$ cat src/hw/cycle_timing_pkg.sv
package cycle_timing_pkg;

  typedef enum logic [3:0] {
    M_DREG, M_AREG, M_IND, M_POSTINC, M_PREDEC, M_DISP, M_INDEX,
    M_ABS_W, M_ABS_L, M_PC_DISP, M_PC_INDEX, M_IMM
  } ea_mode_t;

  typedef enum logic [1:0] {SZ_BYTE, SZ_WORD, SZ_LONG} op_size_t;

  typedef enum logic [3:0] {
    OP_MOVE, OP_ADD, OP_SUB, OP_AND, OP_OR, OP_CMP, OP_EXCLUSIVE_OR,
    OP_MULTIPLY_UNSIGNED, OP_MULTIPLY_SIGNED, OP_DIVIDE_UNSIGNED,
    OP_DIVIDE_SIGNED, OP_IMMEDIATE, OP_SINGLE, OP_SHIFT
  } op_class_t;

  localparam int EA_MODES = 12;

  // operand locator cost, byte/word and long, indexed by ea_mode_t
  localparam logic [4:0] EA_CLK_BW [EA_MODES] = '{5'h00, 5'h00, 5'h04, 5'h04, 5'h06, 5'h08,
                                                 5'h0a, 5'h08, 5'h0c, 5'h08, 5'h0a, 5'h04};
  localparam logic [2:0] EA_RD_BW  [EA_MODES] = '{3'h0, 3'h0, 3'h1, 3'h1, 3'h1, 3'h2,
                                                 3'h2, 3'h2, 3'h3, 3'h2, 3'h2, 3'h1};
  localparam logic [4:0] EA_CLK_L  [EA_MODES] = '{5'h00, 5'h00, 5'h08, 5'h08, 5'h0a, 5'h0c,
                                                 5'h0e, 5'h0c, 5'h10, 5'h0c, 5'h0e, 5'h08};
  localparam logic [2:0] EA_RD_L   [EA_MODES] = '{3'h0, 3'h0, 3'h2, 3'h2, 3'h2, 3'h3,
                                                 3'h3, 3'h3, 3'h4, 3'h3, 3'h3, 3'h2};

  localparam logic [9:0] PREDEC_DST_SAVE = 10'h002;
  localparam logic [9:0] MOVE_BASE_CLK   = 10'h004;
  localparam logic [9:0] REG_BW_CLK      = 10'h004;
  localparam logic [9:0] REG_L_CLK       = 10'h006;
  localparam logic [9:0] REG_L_RI_CLK    = 10'h008;
  localparam logic [9:0] TO_AREG_BW_CLK  = 10'h008;
  localparam logic [9:0] CMP_AREG_CLK    = 10'h006;
  localparam logic [9:0] MEM_BW_CLK      = 10'h008;
  localparam logic [9:0] MEM_L_CLK       = 10'h00c;
  localparam logic [9:0] XOR_L_CLK       = 10'h008;
  localparam logic [9:0] MUL_BASE_CLK    = 10'h026;
  localparam logic [9:0] DIVIDE_SIGNED_MAX_CLK    = 10'h09e;
  localparam logic [9:0] DIVIDE_UNSIGNED_MAX_CLK    = 10'h08c;
  localparam logic [9:0] IMM_REG_BW_CLK  = 10'h008;
  localparam logic [9:0] IMM_REG_L_CLK   = 10'h010;
  localparam logic [9:0] IMM_MEM_BW_CLK  = 10'h00c;
  localparam logic [9:0] IMM_MEM_L_CLK   = 10'h014;
  localparam logic [9:0] SHIFT_BW_CLK    = 10'h006;
  localparam logic [9:0] SHIFT_L_CLK     = 10'h008;

endpackage : cycle_timing_pkg

$ cat src/hw/operand_locator_cost.sv
module operand_locator_cost
  import cycle_timing_pkg::*;
(
  // request
  input  wire ea_mode_t   mode,
  input  wire logic       is_long,
  // cost
  output logic [4:0]      clk_cost,
  output logic [2:0]      rd_cost
);

  // no write cycles are ever spent here
  assign clk_cost = is_long ? EA_CLK_L[int'(mode)] : EA_CLK_BW[int'(mode)];
  assign rd_cost  = is_long ? EA_RD_L[int'(mode)]  : EA_RD_BW[int'(mode)];

endmodule : operand_locator_cost

$ cat src/hw/instruction_cycle_timing.sv
// Functional notes
// figures assume four-clock bus cycles with no wait states
// every wait state adds one clock to the instruction total
// operand locator costs clocks and reads only; indirect 4(1/0) or 8(2/0)
// byte/word move abs-long to abs-long 28(6/1); indirect to indirect 12(2/1)
// long move data reg to indirect 12(1/2); abs-long to data reg 20(5/0)
// two-operand count covers operation, result store and next fetch
// where marked, locator clocks and reads add to base, summed separately
// long add/sub/and/or into register: six becomes eight for register/immediate source
// exclusive-or into data reg needs data reg source; 4(1/0) or 8(1/0)
// multiply takes 38 plus 2n clocks, at most 70, one read, plus locator
// unsigned multiply n is the count of ones in the source
// signed multiply n counts differing adjacent pairs of source with zero appended
// divide at most 158 signed, 140 unsigned, one read plus locator
// immediate ops include extension fetch, operation, write and next fetch
// single-operand memory ops add locator clocks and reads
// register shift by n: 6+2n byte/word, 8+2n long, one read
// maximum-only durations are never exceeded
module instruction_cycle_timing
  import cycle_timing_pkg::*;
(
  // clock and reset
  input  wire logic       clk,
  input  wire logic       reset_n,
  // instruction request
  input  wire logic       start,
  input  wire op_class_t  op_class,
  input  wire op_size_t   op_size,
  input  wire ea_mode_t   src_mode,
  input  wire ea_mode_t   dst_mode,
  input  wire logic [15:0] mul_operand,
  input  wire logic [5:0] shift_count,
  input  wire logic [7:0] wait_states,
  // status
  output logic            busy,
  output logic            done,
  output logic            illegal,
  output logic [9:0]      clocks_q,
  output logic [3:0]      reads_q,
  output logic [1:0]      writes_q
);

  logic [9:0] remaining_q;
  logic [9:0] remaining_d;
  logic       done_q;
  logic [4:0] src_clk;
  logic [2:0] src_rd;
  logic [4:0] dst_clk;
  logic [2:0] dst_rd;
  logic [9:0] base_clk;
  logic [3:0] base_rd;
  logic [1:0] base_wr;
  logic       add_ea;
  logic       bad_combo;
  logic [4:0] mul_n;
  logic [15:0] pair_diff;

  wire is_long    = (op_size == SZ_LONG);
  wire dst_reg    = (dst_mode == M_DREG) || (dst_mode == M_AREG);
  wire dst_mem    = !dst_reg;
  wire src_dreg   = (src_mode == M_DREG);
  wire src_reg_im = (src_mode == M_DREG) || (src_mode == M_AREG) || (src_mode == M_IMM);
  wire dst_bad    = (dst_mode == M_PC_DISP) || (dst_mode == M_PC_INDEX) || (dst_mode == M_IMM);
  wire accept     = start && !busy && !bad_combo;

  operand_locator_cost u_src_cost (
    .mode     (src_mode),
    .is_long  (is_long),
    .clk_cost (src_clk),
    .rd_cost  (src_rd)
  );

  operand_locator_cost u_dst_cost (
    .mode     (dst_mode),
    .is_long  (is_long),
    .clk_cost (dst_clk),
    .rd_cost  (dst_rd)
  );

  // locator for standard ops: source when result goes to a register, else destination
  wire [9:0] ea_clk = dst_mem ? {5'h00, dst_clk} : {5'h00, src_clk};
  wire [3:0] ea_rd  = dst_mem ? {1'b0, dst_rd}   : {1'b0, src_rd};

  // move destination: final operand read becomes write; predecrement costs no extra
  wire [3:0] dst_units = is_long ? 4'h2 : 4'h1;
  wire [9:0] mv_dst_clk = (dst_mode == M_PREDEC) ? {5'h00, dst_clk} - PREDEC_DST_SAVE
                                                 : {5'h00, dst_clk};
  wire [3:0] mv_dst_rd  = dst_mem ? {1'b0, dst_rd} - dst_units : 4'h0;
  wire [1:0] mv_dst_wr  = dst_mem ? dst_units[1:0] : 2'h0;

  // multiply bit-pattern counts
  genvar gi;
  generate
    for (gi = 0; gi < 16; gi++) begin : g_pair
      if (gi == 0) begin : g_lsb
        assign pair_diff[gi] = mul_operand[0];
      end else begin : g_up
        assign pair_diff[gi] = mul_operand[gi] ^ mul_operand[gi-1];
      end
    end
  endgenerate

  always_comb begin
    mul_n = 5'h00;
    for (int i = 0; i < 16; i++) begin
      if (op_class == OP_MULTIPLY_SIGNED) begin
        mul_n = mul_n + {4'h0, pair_diff[i]};
      end else begin
        mul_n = mul_n + {4'h0, mul_operand[i]};
      end
    end
  end

  wire [9:0] mul_clk   = MUL_BASE_CLK + {4'h0, mul_n, 1'b0};
  wire [9:0] shift_2n  = {3'h0, shift_count, 1'b0};
  wire [9:0] long_reg  = src_reg_im ? REG_L_RI_CLK : REG_L_CLK;

  always_comb begin
    base_clk  = 10'h000;
    base_rd   = 4'h1;
    base_wr   = 2'h0;
    add_ea    = 1'b1;
    bad_combo = 1'b0;
    case (op_class)
      OP_MOVE: begin
        base_clk  = MOVE_BASE_CLK + {5'h00, src_clk} + mv_dst_clk;
        base_rd   = 4'h1 + {1'b0, src_rd} + mv_dst_rd;
        base_wr   = mv_dst_wr;
        add_ea    = 1'b0;
        bad_combo = dst_bad;
      end
      OP_ADD, OP_SUB, OP_AND, OP_OR, OP_CMP: begin
        if (dst_mode == M_AREG) begin
          bad_combo = (op_class == OP_AND) || (op_class == OP_OR) || (op_size == SZ_BYTE);
          if (op_class == OP_CMP) begin
            base_clk = CMP_AREG_CLK;
          end else begin
            base_clk = is_long ? long_reg : TO_AREG_BW_CLK;
          end
        end else if (dst_mode == M_DREG) begin
          if (!is_long) begin
            base_clk = REG_BW_CLK;
          end else begin
            base_clk = (op_class == OP_CMP) ? REG_L_CLK : long_reg;
          end
        end else begin
          bad_combo = !src_dreg || (op_class == OP_CMP) || dst_bad;
          base_clk  = is_long ? MEM_L_CLK : MEM_BW_CLK;
          base_wr   = is_long ? 2'h2 : 2'h1;
        end
      end
      OP_EXCLUSIVE_OR: begin
        bad_combo = !src_dreg || (dst_mode == M_AREG) || dst_bad;
        if (dst_mode == M_DREG) begin
          base_clk = is_long ? XOR_L_CLK : REG_BW_CLK;
          add_ea   = 1'b0;
        end else begin
          base_clk = is_long ? MEM_L_CLK : MEM_BW_CLK;
          base_wr  = is_long ? 2'h2 : 2'h1;
        end
      end
      OP_MULTIPLY_UNSIGNED, OP_MULTIPLY_SIGNED: begin
        bad_combo = (dst_mode != M_DREG) || (src_mode == M_AREG);
        base_clk  = mul_clk;
      end
      OP_DIVIDE_UNSIGNED, OP_DIVIDE_SIGNED: begin
        bad_combo = (dst_mode != M_DREG) || (src_mode == M_AREG);
        // worst case used; never beyond the ceiling
        base_clk  = (op_class == OP_DIVIDE_SIGNED) ? DIVIDE_SIGNED_MAX_CLK : DIVIDE_UNSIGNED_MAX_CLK;
      end
      OP_IMMEDIATE: begin
        bad_combo = (dst_mode == M_AREG) || dst_bad;
        if (dst_mode == M_DREG) begin
          base_clk = is_long ? IMM_REG_L_CLK : IMM_REG_BW_CLK;
          base_rd  = is_long ? 4'h3 : 4'h2;
          add_ea   = 1'b0;
        end else begin
          base_clk = is_long ? IMM_MEM_L_CLK : IMM_MEM_BW_CLK;
          base_rd  = is_long ? 4'h3 : 4'h2;
          base_wr  = is_long ? 2'h2 : 2'h1;
        end
      end
      OP_SINGLE: begin
        bad_combo = (dst_mode == M_AREG) || dst_bad;
        if (dst_mode == M_DREG) begin
          base_clk = is_long ? REG_L_CLK : REG_BW_CLK;
          add_ea   = 1'b0;
        end else begin
          base_clk = is_long ? MEM_L_CLK : MEM_BW_CLK;
          base_wr  = is_long ? 2'h2 : 2'h1;
        end
      end
      OP_SHIFT: begin
        if (dst_mode == M_DREG) begin
          base_clk = (is_long ? SHIFT_L_CLK : SHIFT_BW_CLK) + shift_2n;
          add_ea   = 1'b0;
        end else begin
          // memory shifts are word size by one position only
          bad_combo = (op_size != SZ_WORD) || (dst_mode == M_AREG) || dst_bad;
          base_clk  = MEM_BW_CLK;
          base_wr   = 2'h1;
        end
      end
      default: begin
        bad_combo = 1'b1;
      end
    endcase
  end

  // register-direct locators cost nothing, so register forms come out right
  wire [9:0] total_clk = base_clk + (add_ea ? ea_clk : 10'h000) + {2'h0, wait_states};
  wire [3:0] total_rd  = base_rd + (add_ea ? ea_rd : 4'h0);

  assign remaining_d = accept ? total_clk :
                       (remaining_q != 10'h000) ? remaining_q - 10'h001 : 10'h000;
  assign busy        = (remaining_q != 10'h000);
  assign done        = done_q;

  always_ff @(posedge clk) begin
    if (!reset_n) begin
      remaining_q <= 10'h000;
      done_q      <= 1'b0;
      illegal     <= 1'b0;
      clocks_q    <= 10'h000;
      reads_q     <= 4'h0;
      writes_q    <= 2'h0;
    end else begin
      remaining_q <= remaining_d;
      done_q      <= (remaining_q == 10'h001);
      if (start && !busy) begin
        illegal <= bad_combo;
      end
      if (accept) begin
        clocks_q <= total_clk;
        reads_q  <= total_rd;
        writes_q <= base_wr;
      end
    end
  end

  // helper: cycles busy since acceptance
  logic [9:0] elapsed_q;
  always_ff @(posedge clk) begin
    if (!reset_n || accept) begin
      elapsed_q <= 10'h000;
    end else if (busy) begin
      elapsed_q <= elapsed_q + 10'h001;
    end
  end

  wire plain_req = accept && (wait_states == 8'h00);
endmodule : instruction_cycle_timing

$ cat config.mk
export PLATFORM = sky130hd
export DESIGN_NAME = instruction_cycle_timing
export DESIGN_NICKNAME = d
export VERILOG_FILES = /design/src/hw/cycle_timing_pkg.sv /design/src/hw/operand_locator_cost.sv /design/src/hw/instruction_cycle_timing.sv
export SDC_FILE = /design/constraint.sdc
export NUM_CORES = 1
export LEC_CHECK = 0
export ABC_CLOCK_PERIOD_IN_PS = 10640
export BUFFER_PORTS_ARGS = -buffer_cell sky130_fd_sc_hd__buf_4
export CORE_ASPECT_RATIO = 1.75
export CORE_MARGIN = 2
export CORE_UTILIZATION = 55
export DETAILED_ROUTE_END_ITERATION = 10
export PLACE_DENSITY_LB_ADDON = 0.3
export REMOVE_ABC_BUFFERS = 1
export SYNTH_ARGS = -nofsm -noshare
export SYNTH_HDL_FRONTEND = slang
export SYNTH_SLANG_ARGS = --single-unit
$ cat constraint.sdc
create_clock -name clk -period 10.64 [get_ports clk]
set_clock_uncertainty 0.1 [all_clocks]
set_input_delay 1.596 -clock clk [delete_from_list [all_inputs] [get_ports clk]]
set_output_delay 1.596 -clock clk [all_outputs]
set_load 0.05 [all_outputs]
# --- Word level (Yosys, flattened, before mapping) ---
# Memory sizes are Yosys's and may differ from the RTL's.
# Cells that the tools add are included.
totals:
  reg_bits: 28
  rom_bits: 512
  inputBits: 47
  out_inout_bits: 19
  wordCells: 208
  memories: 8
op_classes:
  n_addsub: 42
  n_lt_le_gt_ge: 2
  eq_ne: 23
  muxes: 77
  bitwise_logic: 17
  reduce_logical: 33
memory_table:
  columns: ["name", "depth", "width", "read_ports", "rd_ports_with_merged_regs", "write_ports", "line_no", "text"]
  rows:
  - ["(name not given)", 16, 5, 1, 0, 0, "operand_locator_cost.sv:13", "assign clk_cost = is_long ? EA_CLK_L[int'(mode)] : EA_CLK_BW[int'(mode)];"]
  - ["(name not given)", 16, 5, 1, 0, 0, "operand_locator_cost.sv:13", null]
  - ["(name not given)", 16, 5, 1, 0, 0, "operand_locator_cost.sv:13", null]
  - ["(name not given)", 16, 5, 1, 0, 0, "operand_locator_cost.sv:13", null]
  - ["(name not given)", 16, 3, 1, 0, 0, "operand_locator_cost.sv:14", "assign rd_cost = is_long ? EA_RD_L[int'(mode)] : EA_RD_BW[int'(mode)];"]
  - ["(name not given)", 16, 3, 1, 0, 0, "operand_locator_cost.sv:14", null]
  - ["+2 memories", null, null, null, null, null, null, null]
ops:
  columns: ["operator", "n"]
  rows:
  - ["$mux 5", 30]
  - ["$add 5x1->5", 28]
  - ["$pmux 10 s8", 1]
  - ["$ge 32x5->1 const B", 2]
  - ["$not 4->32", 2]
  - ["$mux 10", 5]
  - ["$eq 4x4->1 const B", 10]
  - ["$mux 4", 10]
  - ["$mux 3", 13]
  - ["$eq 4x3->1 const B", 5]
  - ["$logic_or 1x1->1", 15]
  - ["$xor 1x1->1", 15]
  - ["$mux 2", 7]
  - ["$eq 4x1->1 const B", 3]
  - ["$logic_not 4->1", 3]
  - ["$add 10x5->10", 1]
  - ["$add 10x8->10", 1]
  - ["$add 6x10->10", 1]
  - ["$eq 10x1->1 const B", 1]
  - ["$reduce_bool 10->1", 1]
  - ["$sub 10x1->10 const B", 1]
  - ["$add 4x7->8", 1]
  - ["$eq 4x2->1 const B", 2]
  - ["$mux 8", 1]
  - ["other kinds (23)", 35]

# --- Logic depth before layout (Yosys ltp) ---
logic_depth:
  depth_word: 36
  mapped_depth: 41
  depth_no_buf: 40

# --- Cells and area by module ---
# From an unflattened synthesis, not the netlist that was laid out.
hier_totals:
  cells_unflattened: 707
  hier_area_um2: 5482.8
modules_own_cells:
  columns: ["module", "n_inst", "cells_per_inst", "area_per_inst_um2", "seq_area_each_um2"]
  rows:
  - ["instruction_cycle_timing", 1, 657, 5106.1, 560.5]
  - ["operand_locator_cost at u_dst_cost", 1, 25, 188.9, 0.0]
  - ["operand_locator_cost at u_src_cost", 1, 25, 187.7, 0.0]

# --- Least setup slack after synthesis ---
# OpenSTA, ideal clock, no wires.
synth_path:
  kind: "input-to-reg"
  from: "input port op_class[1]"
  to: "register remaining_q[9]"
  setup_ps: 76
  t_arrival_ps: 10416
  t_required_ps: 10464
  setup_slack_ps: 48
  cell_stages: 40
  n_path_buf: 2
  cell_sequence: "clkbuf_1 > clkbuf_1 > nor3_1 > nand2_1 > xnor2_1 > inv_1 > fa_1 > inv_1 > ha_1 > inv_1 > fa_1 > xnor2_1 > ha_1 > ha_1 > ha_1 > ha_1 > ha_1 > ha_1 > [4 not listed] > xnor2_1 > xnor2_1 > nand3_1 > xor2_1 > xnor2_1 > xnor2_1 > a21oi_1 > fa_1 > inv_1 > ha_1 > a21oi_1 > o21bai_1 > a21oi_1 > o21bai_1 > a21oi_1 > xnor2_1 > nand2_1 > o21ai_0"
synth_between:
  elab_chain_len: 35
  elab_cells_between_ends: 85
  classes_between: "add/sub (31); eq/ne (13); mux (28); reduce/logical (13)"
synth_rtl:
  columns: ["element", "line_no", "text"]
  rows:
  - ["from (decl)", "instruction_cycle_timing.sv:27", "input wire op_class_t op_class,"]
  - ["$eq 4x4->1", "instruction_cycle_timing.sv:106, instruction_cycle_timing.sv:124", null]
  - ["$mux 2", "instruction_cycle_timing.sv:106", "if (op_class == OP_MULTIPLY_SIGNED) begin"]
  - ["$add 5x1->5 (on tied branches)", "instruction_cycle_timing.sv:109, instruction_cycle_timing.sv:107", null]
  - ["$mux 5", "instruction_cycle_timing.sv:106", null]
  - ["$add 5x1->5 (on tied branches)", "instruction_cycle_timing.sv:109, instruction_cycle_timing.sv:107", null]
  - ["$mux 5", "instruction_cycle_timing.sv:106", null]
  - ["$add 5x1->5 (on tied branches)", "instruction_cycle_timing.sv:109, instruction_cycle_timing.sv:107", null]
  - ["$mux 5", "instruction_cycle_timing.sv:106", null]
  - ["[19 not listed]", null, null]
  - ["$mux 5", "instruction_cycle_timing.sv:106", null]
  - ["$add 5x1->5 (on tied branches)", "instruction_cycle_timing.sv:109, instruction_cycle_timing.sv:107", null]
  - ["$mux 5", "instruction_cycle_timing.sv:106", null]
  - ["$add 6x6->7", "instruction_cycle_timing.sv:114", "wire [9:0] mul_clk = MUL_BASE_CLK + {4'h0, mul_n, 1'b0};"]
  - ["$pmux 10 s8", "instruction_cycle_timing.sv:124", "case (op_class)"]
  - ["$add 10x5->10", "instruction_cycle_timing.sv:211", "wire [9:0] total_clk = base_clk + (add_ea ? ea_clk : 10'h000) + {2'h0, wait_states};"]
  - ["$add 10x8->10", "instruction_cycle_timing.sv:211", null]
  - ["$mux 10 (*)", "instruction_cycle_timing.sv:214", "assign remaining_d = accept ? total_clk :"]
  - ["to (signal assigned)", "instruction_cycle_timing.sv:228", "remaining_q <= remaining_d;"]
  - ["to (decl)", "instruction_cycle_timing.sv:43", "logic [9:0] remaining_q;"]
# Every way passes the cells marked *; elsewhere a longest branch is shown, timed or not.
# A chain may end at the register's enable or synchronous reset.

# --- Final worst setup path ---
layout_path:
  from: "input port op_class[2]"
  to: "register remaining_q[8]"
# Same word-level chain as after synthesis.

==> impl_metrics.json <==
{
  "grt_pass1_wl_mm": 22.9,
  "status": "complete, no violations",
  "hp-class": "reg2reg",
  "fin_crit_sh_pct": 96.2,
  "ys_top_cells_by_area": "ha_1, dfxtp_1, xnor2_1",
  "io_pins": 66,
  "critical_path_class": "in2reg",
  "cp_data_arrival_time_ps": 10270,
  "syn_area_mm2": 0.00509,
  "rows": 46,
  "slew_violations": 0,
  "vdd_drop_max_mv": 0.344,
  "cts_root_buf": "clkbuf_16",
  "start_util_pct": 56.4,
  "clockBufferDepth": 2,
  "rsz0062_at_grt": "no",
  "crit_fanout": 4,
  "ys_seq_area_share_pct": 11.0,
  "finalCoreUtilization_pct": 65.1,
  "critPathLaunchType": "input pin",
  "max_freq_mhz": 97.7,
  "synth.top_cell.area_share_pct": 18.7,
  "ant_nets": 0,
  "path_common_cell": "ha_1",
  "end_kind": "flip-flop",
  "period_needed_ps": 10240,
  "yosysWarnings": 0,
  "hold_viol_final": 0,
  "wl_mm": 14.3,
  "via_per_inst": 5.92,
  "die_area_mm2": 0.0101,
  "syn_avg_cell_area_um2": 7.60,
  "synth_edf_count": 0,
  "setup_tns_ps": 0,
  "diodes": 0,
  "crit_slowest_cell": "fa_1",
  "cellPowerDensity_mw_per_mm2": 347,
  "drtPass1Iterations": 5,
  "final_cell_mix": "nand2_1, buf_4, ha_1",
  "area_growth_pct": 15.4,
  "cts_buffers": 3,
  "hold_ws_ps": 354,
  "wl_per_cell_um": 17.0,
  "clk_latency_ps": 260,
  "grt_usage_pct": 28.0,
  "clk_pin_slew_worst_paths_ps": 70,
  "clock-sinks": 28,
  "drv_cap": 0,
  "cts_max_level": 1,
  "die_h_um": 131,
  "cp_slowest_stage_delay_ps": 540,
  "portBuffers": 65,
  "dp_hpwl_mm": 11.8,
  "layout_setup_ws_ps": 405,
  "vias": 4982,
  "syn-instance-count": 670,
  "grt_antenna_before_repair": 0,
  "layout_commonest_cell": "nand2_1",
  "leakagePower_nw": 2.62,
  "drc": 0,
  "drtIter0Drc": 211,
  "dp_slack_ps": -51.1,
  "setup_viol_count_final": 0,
  "total_power_mw": 2.04,
  "max_slew_margin_pct": 26.3,
  "grt_pass1_vias": 5052,
  "num-nets-final": 858,
  "cts_hold_buf": 0,
  "worst_pin_slew_ps": 1100,
  "drive_gt1_share_pct": 15.0,
  "global_route.overflow_total": 0,
  "cp.required_ps": 10670,
  "ys_async_sr_fraction_pct": 0,
  "coreArea_mm2": 0.00904,
  "synth_cell_types": 71,
  "yosys.area.top_type": "ha_1",
  "grt_max_degree": 30,
  "die_w_um": 76.7,
  "synth_seq_cells": 28,
  "cts_tree": "yes",
  "yosys_most_used_dff": "dfxtp_1",
  "routabilityCongestion": 0.999
}
-- kinds of logic after synthesis --
group | after synthesis | share of synthesized area, %
simple gates | 225 | 21.2
compound gates | 159 | 20.3
fa+ha+maj | 88 | 23.4
xor+xnor | 83 | 16.1
buf+inv | 79 | 6.26
flops | 28 | 11.0
mux | 8 | 1.67
-- layout make-up --
cell class / instances / area, µm²
inverter: 52 / 195
multi-input combinational: 563 / 4310
timing repair buffer: 75 / 563
tap: 120 / 150
clock inverter: 1 / 30.0
fill: 822 / 3160
sequential: 28 / 561
clock buffer: 3 / 75.1
-- metal layers --
metal  global-route usage, %  wire length [µm]  vias to the layer above
met2                    56.9              8080                      154
li1                        -                 -                     2436
met5                       0                 0                        -
met3                    1.85               473                       58
met4                    18.7              1040                        0
met1                    25.1              4680                     2334
-- Yosys cell counts, drive strengths merged (6+ instances only) --
master	number
a211oi	9
nand3	17
xor2	21
o22ai	7
nor2b	12
o21bai	8
or3	6
xnor2	57
a21oi	45
fa	12
nor2	35
ha	76
o21ai	35
nand2b	12
nor3	16
nand2	96
a21o	11
nor4	6
clkbuf	22
inv	51
dfxtp	28
-- registers in the layout (all words and copies together), names as in the netlist --
name / count
done: 1
clocks_q: 10
remaining_q: 10
reads_q: 4
illegal: 1
writes_q: 2
-- stage by stage --
| step | std cells | area [µm²] |
|---|---|---|
| after floorplan | 643 | 4970 |
| after global placement | 837 | 5680 |
| after detailed placement | 837 | 5680 |
| after CTS | 841 | 5790 |
| after global routing | 842 | 5880 |
| final | 842 | 5880 |
-- timing repair --
| item | CTS | global route |
|---|---|---|
| resized for setup | 0 | 12 |
| setup buffers | 0 | 1 |
| endpoints found under the setup margin | 0 | 8 |
-- worst paths after layout --
| kind | startpoint | endpoint | slack [ps] | cells after the start |
|---|---|---|---|---|
| worst max-delay path | op_class[2] | remaining_q[8] | 400 | 40 |
| worst min-delay path | reads_q[0] | reads_q[0] | 350 | 2 |
| worst max register to register | remaining_q[3] | remaining_q[3] | 7540 | 7 |
| worst min register to register | reads_q[0] | reads_q[0] | 350 | 2 |
-- report_power, final --
group	total [mW]	switching, mW	internal (mW)	leakage [nW]
Clock	0.111	0.0358	0.0749	0.0511
Combinational	1.79	0.980	0.808	2.34
Sequential	0.141	0.0161	0.125	0.228
-- worst max-delay path: cells and delay by family --
family	cells	cell delay (ps)
fa+ha+maj	18	6060
compound gates	7	910
simple gates	5	720
xor+xnor	3	490
buf+inv	7	480
Power figures use the tool's default switching activity.
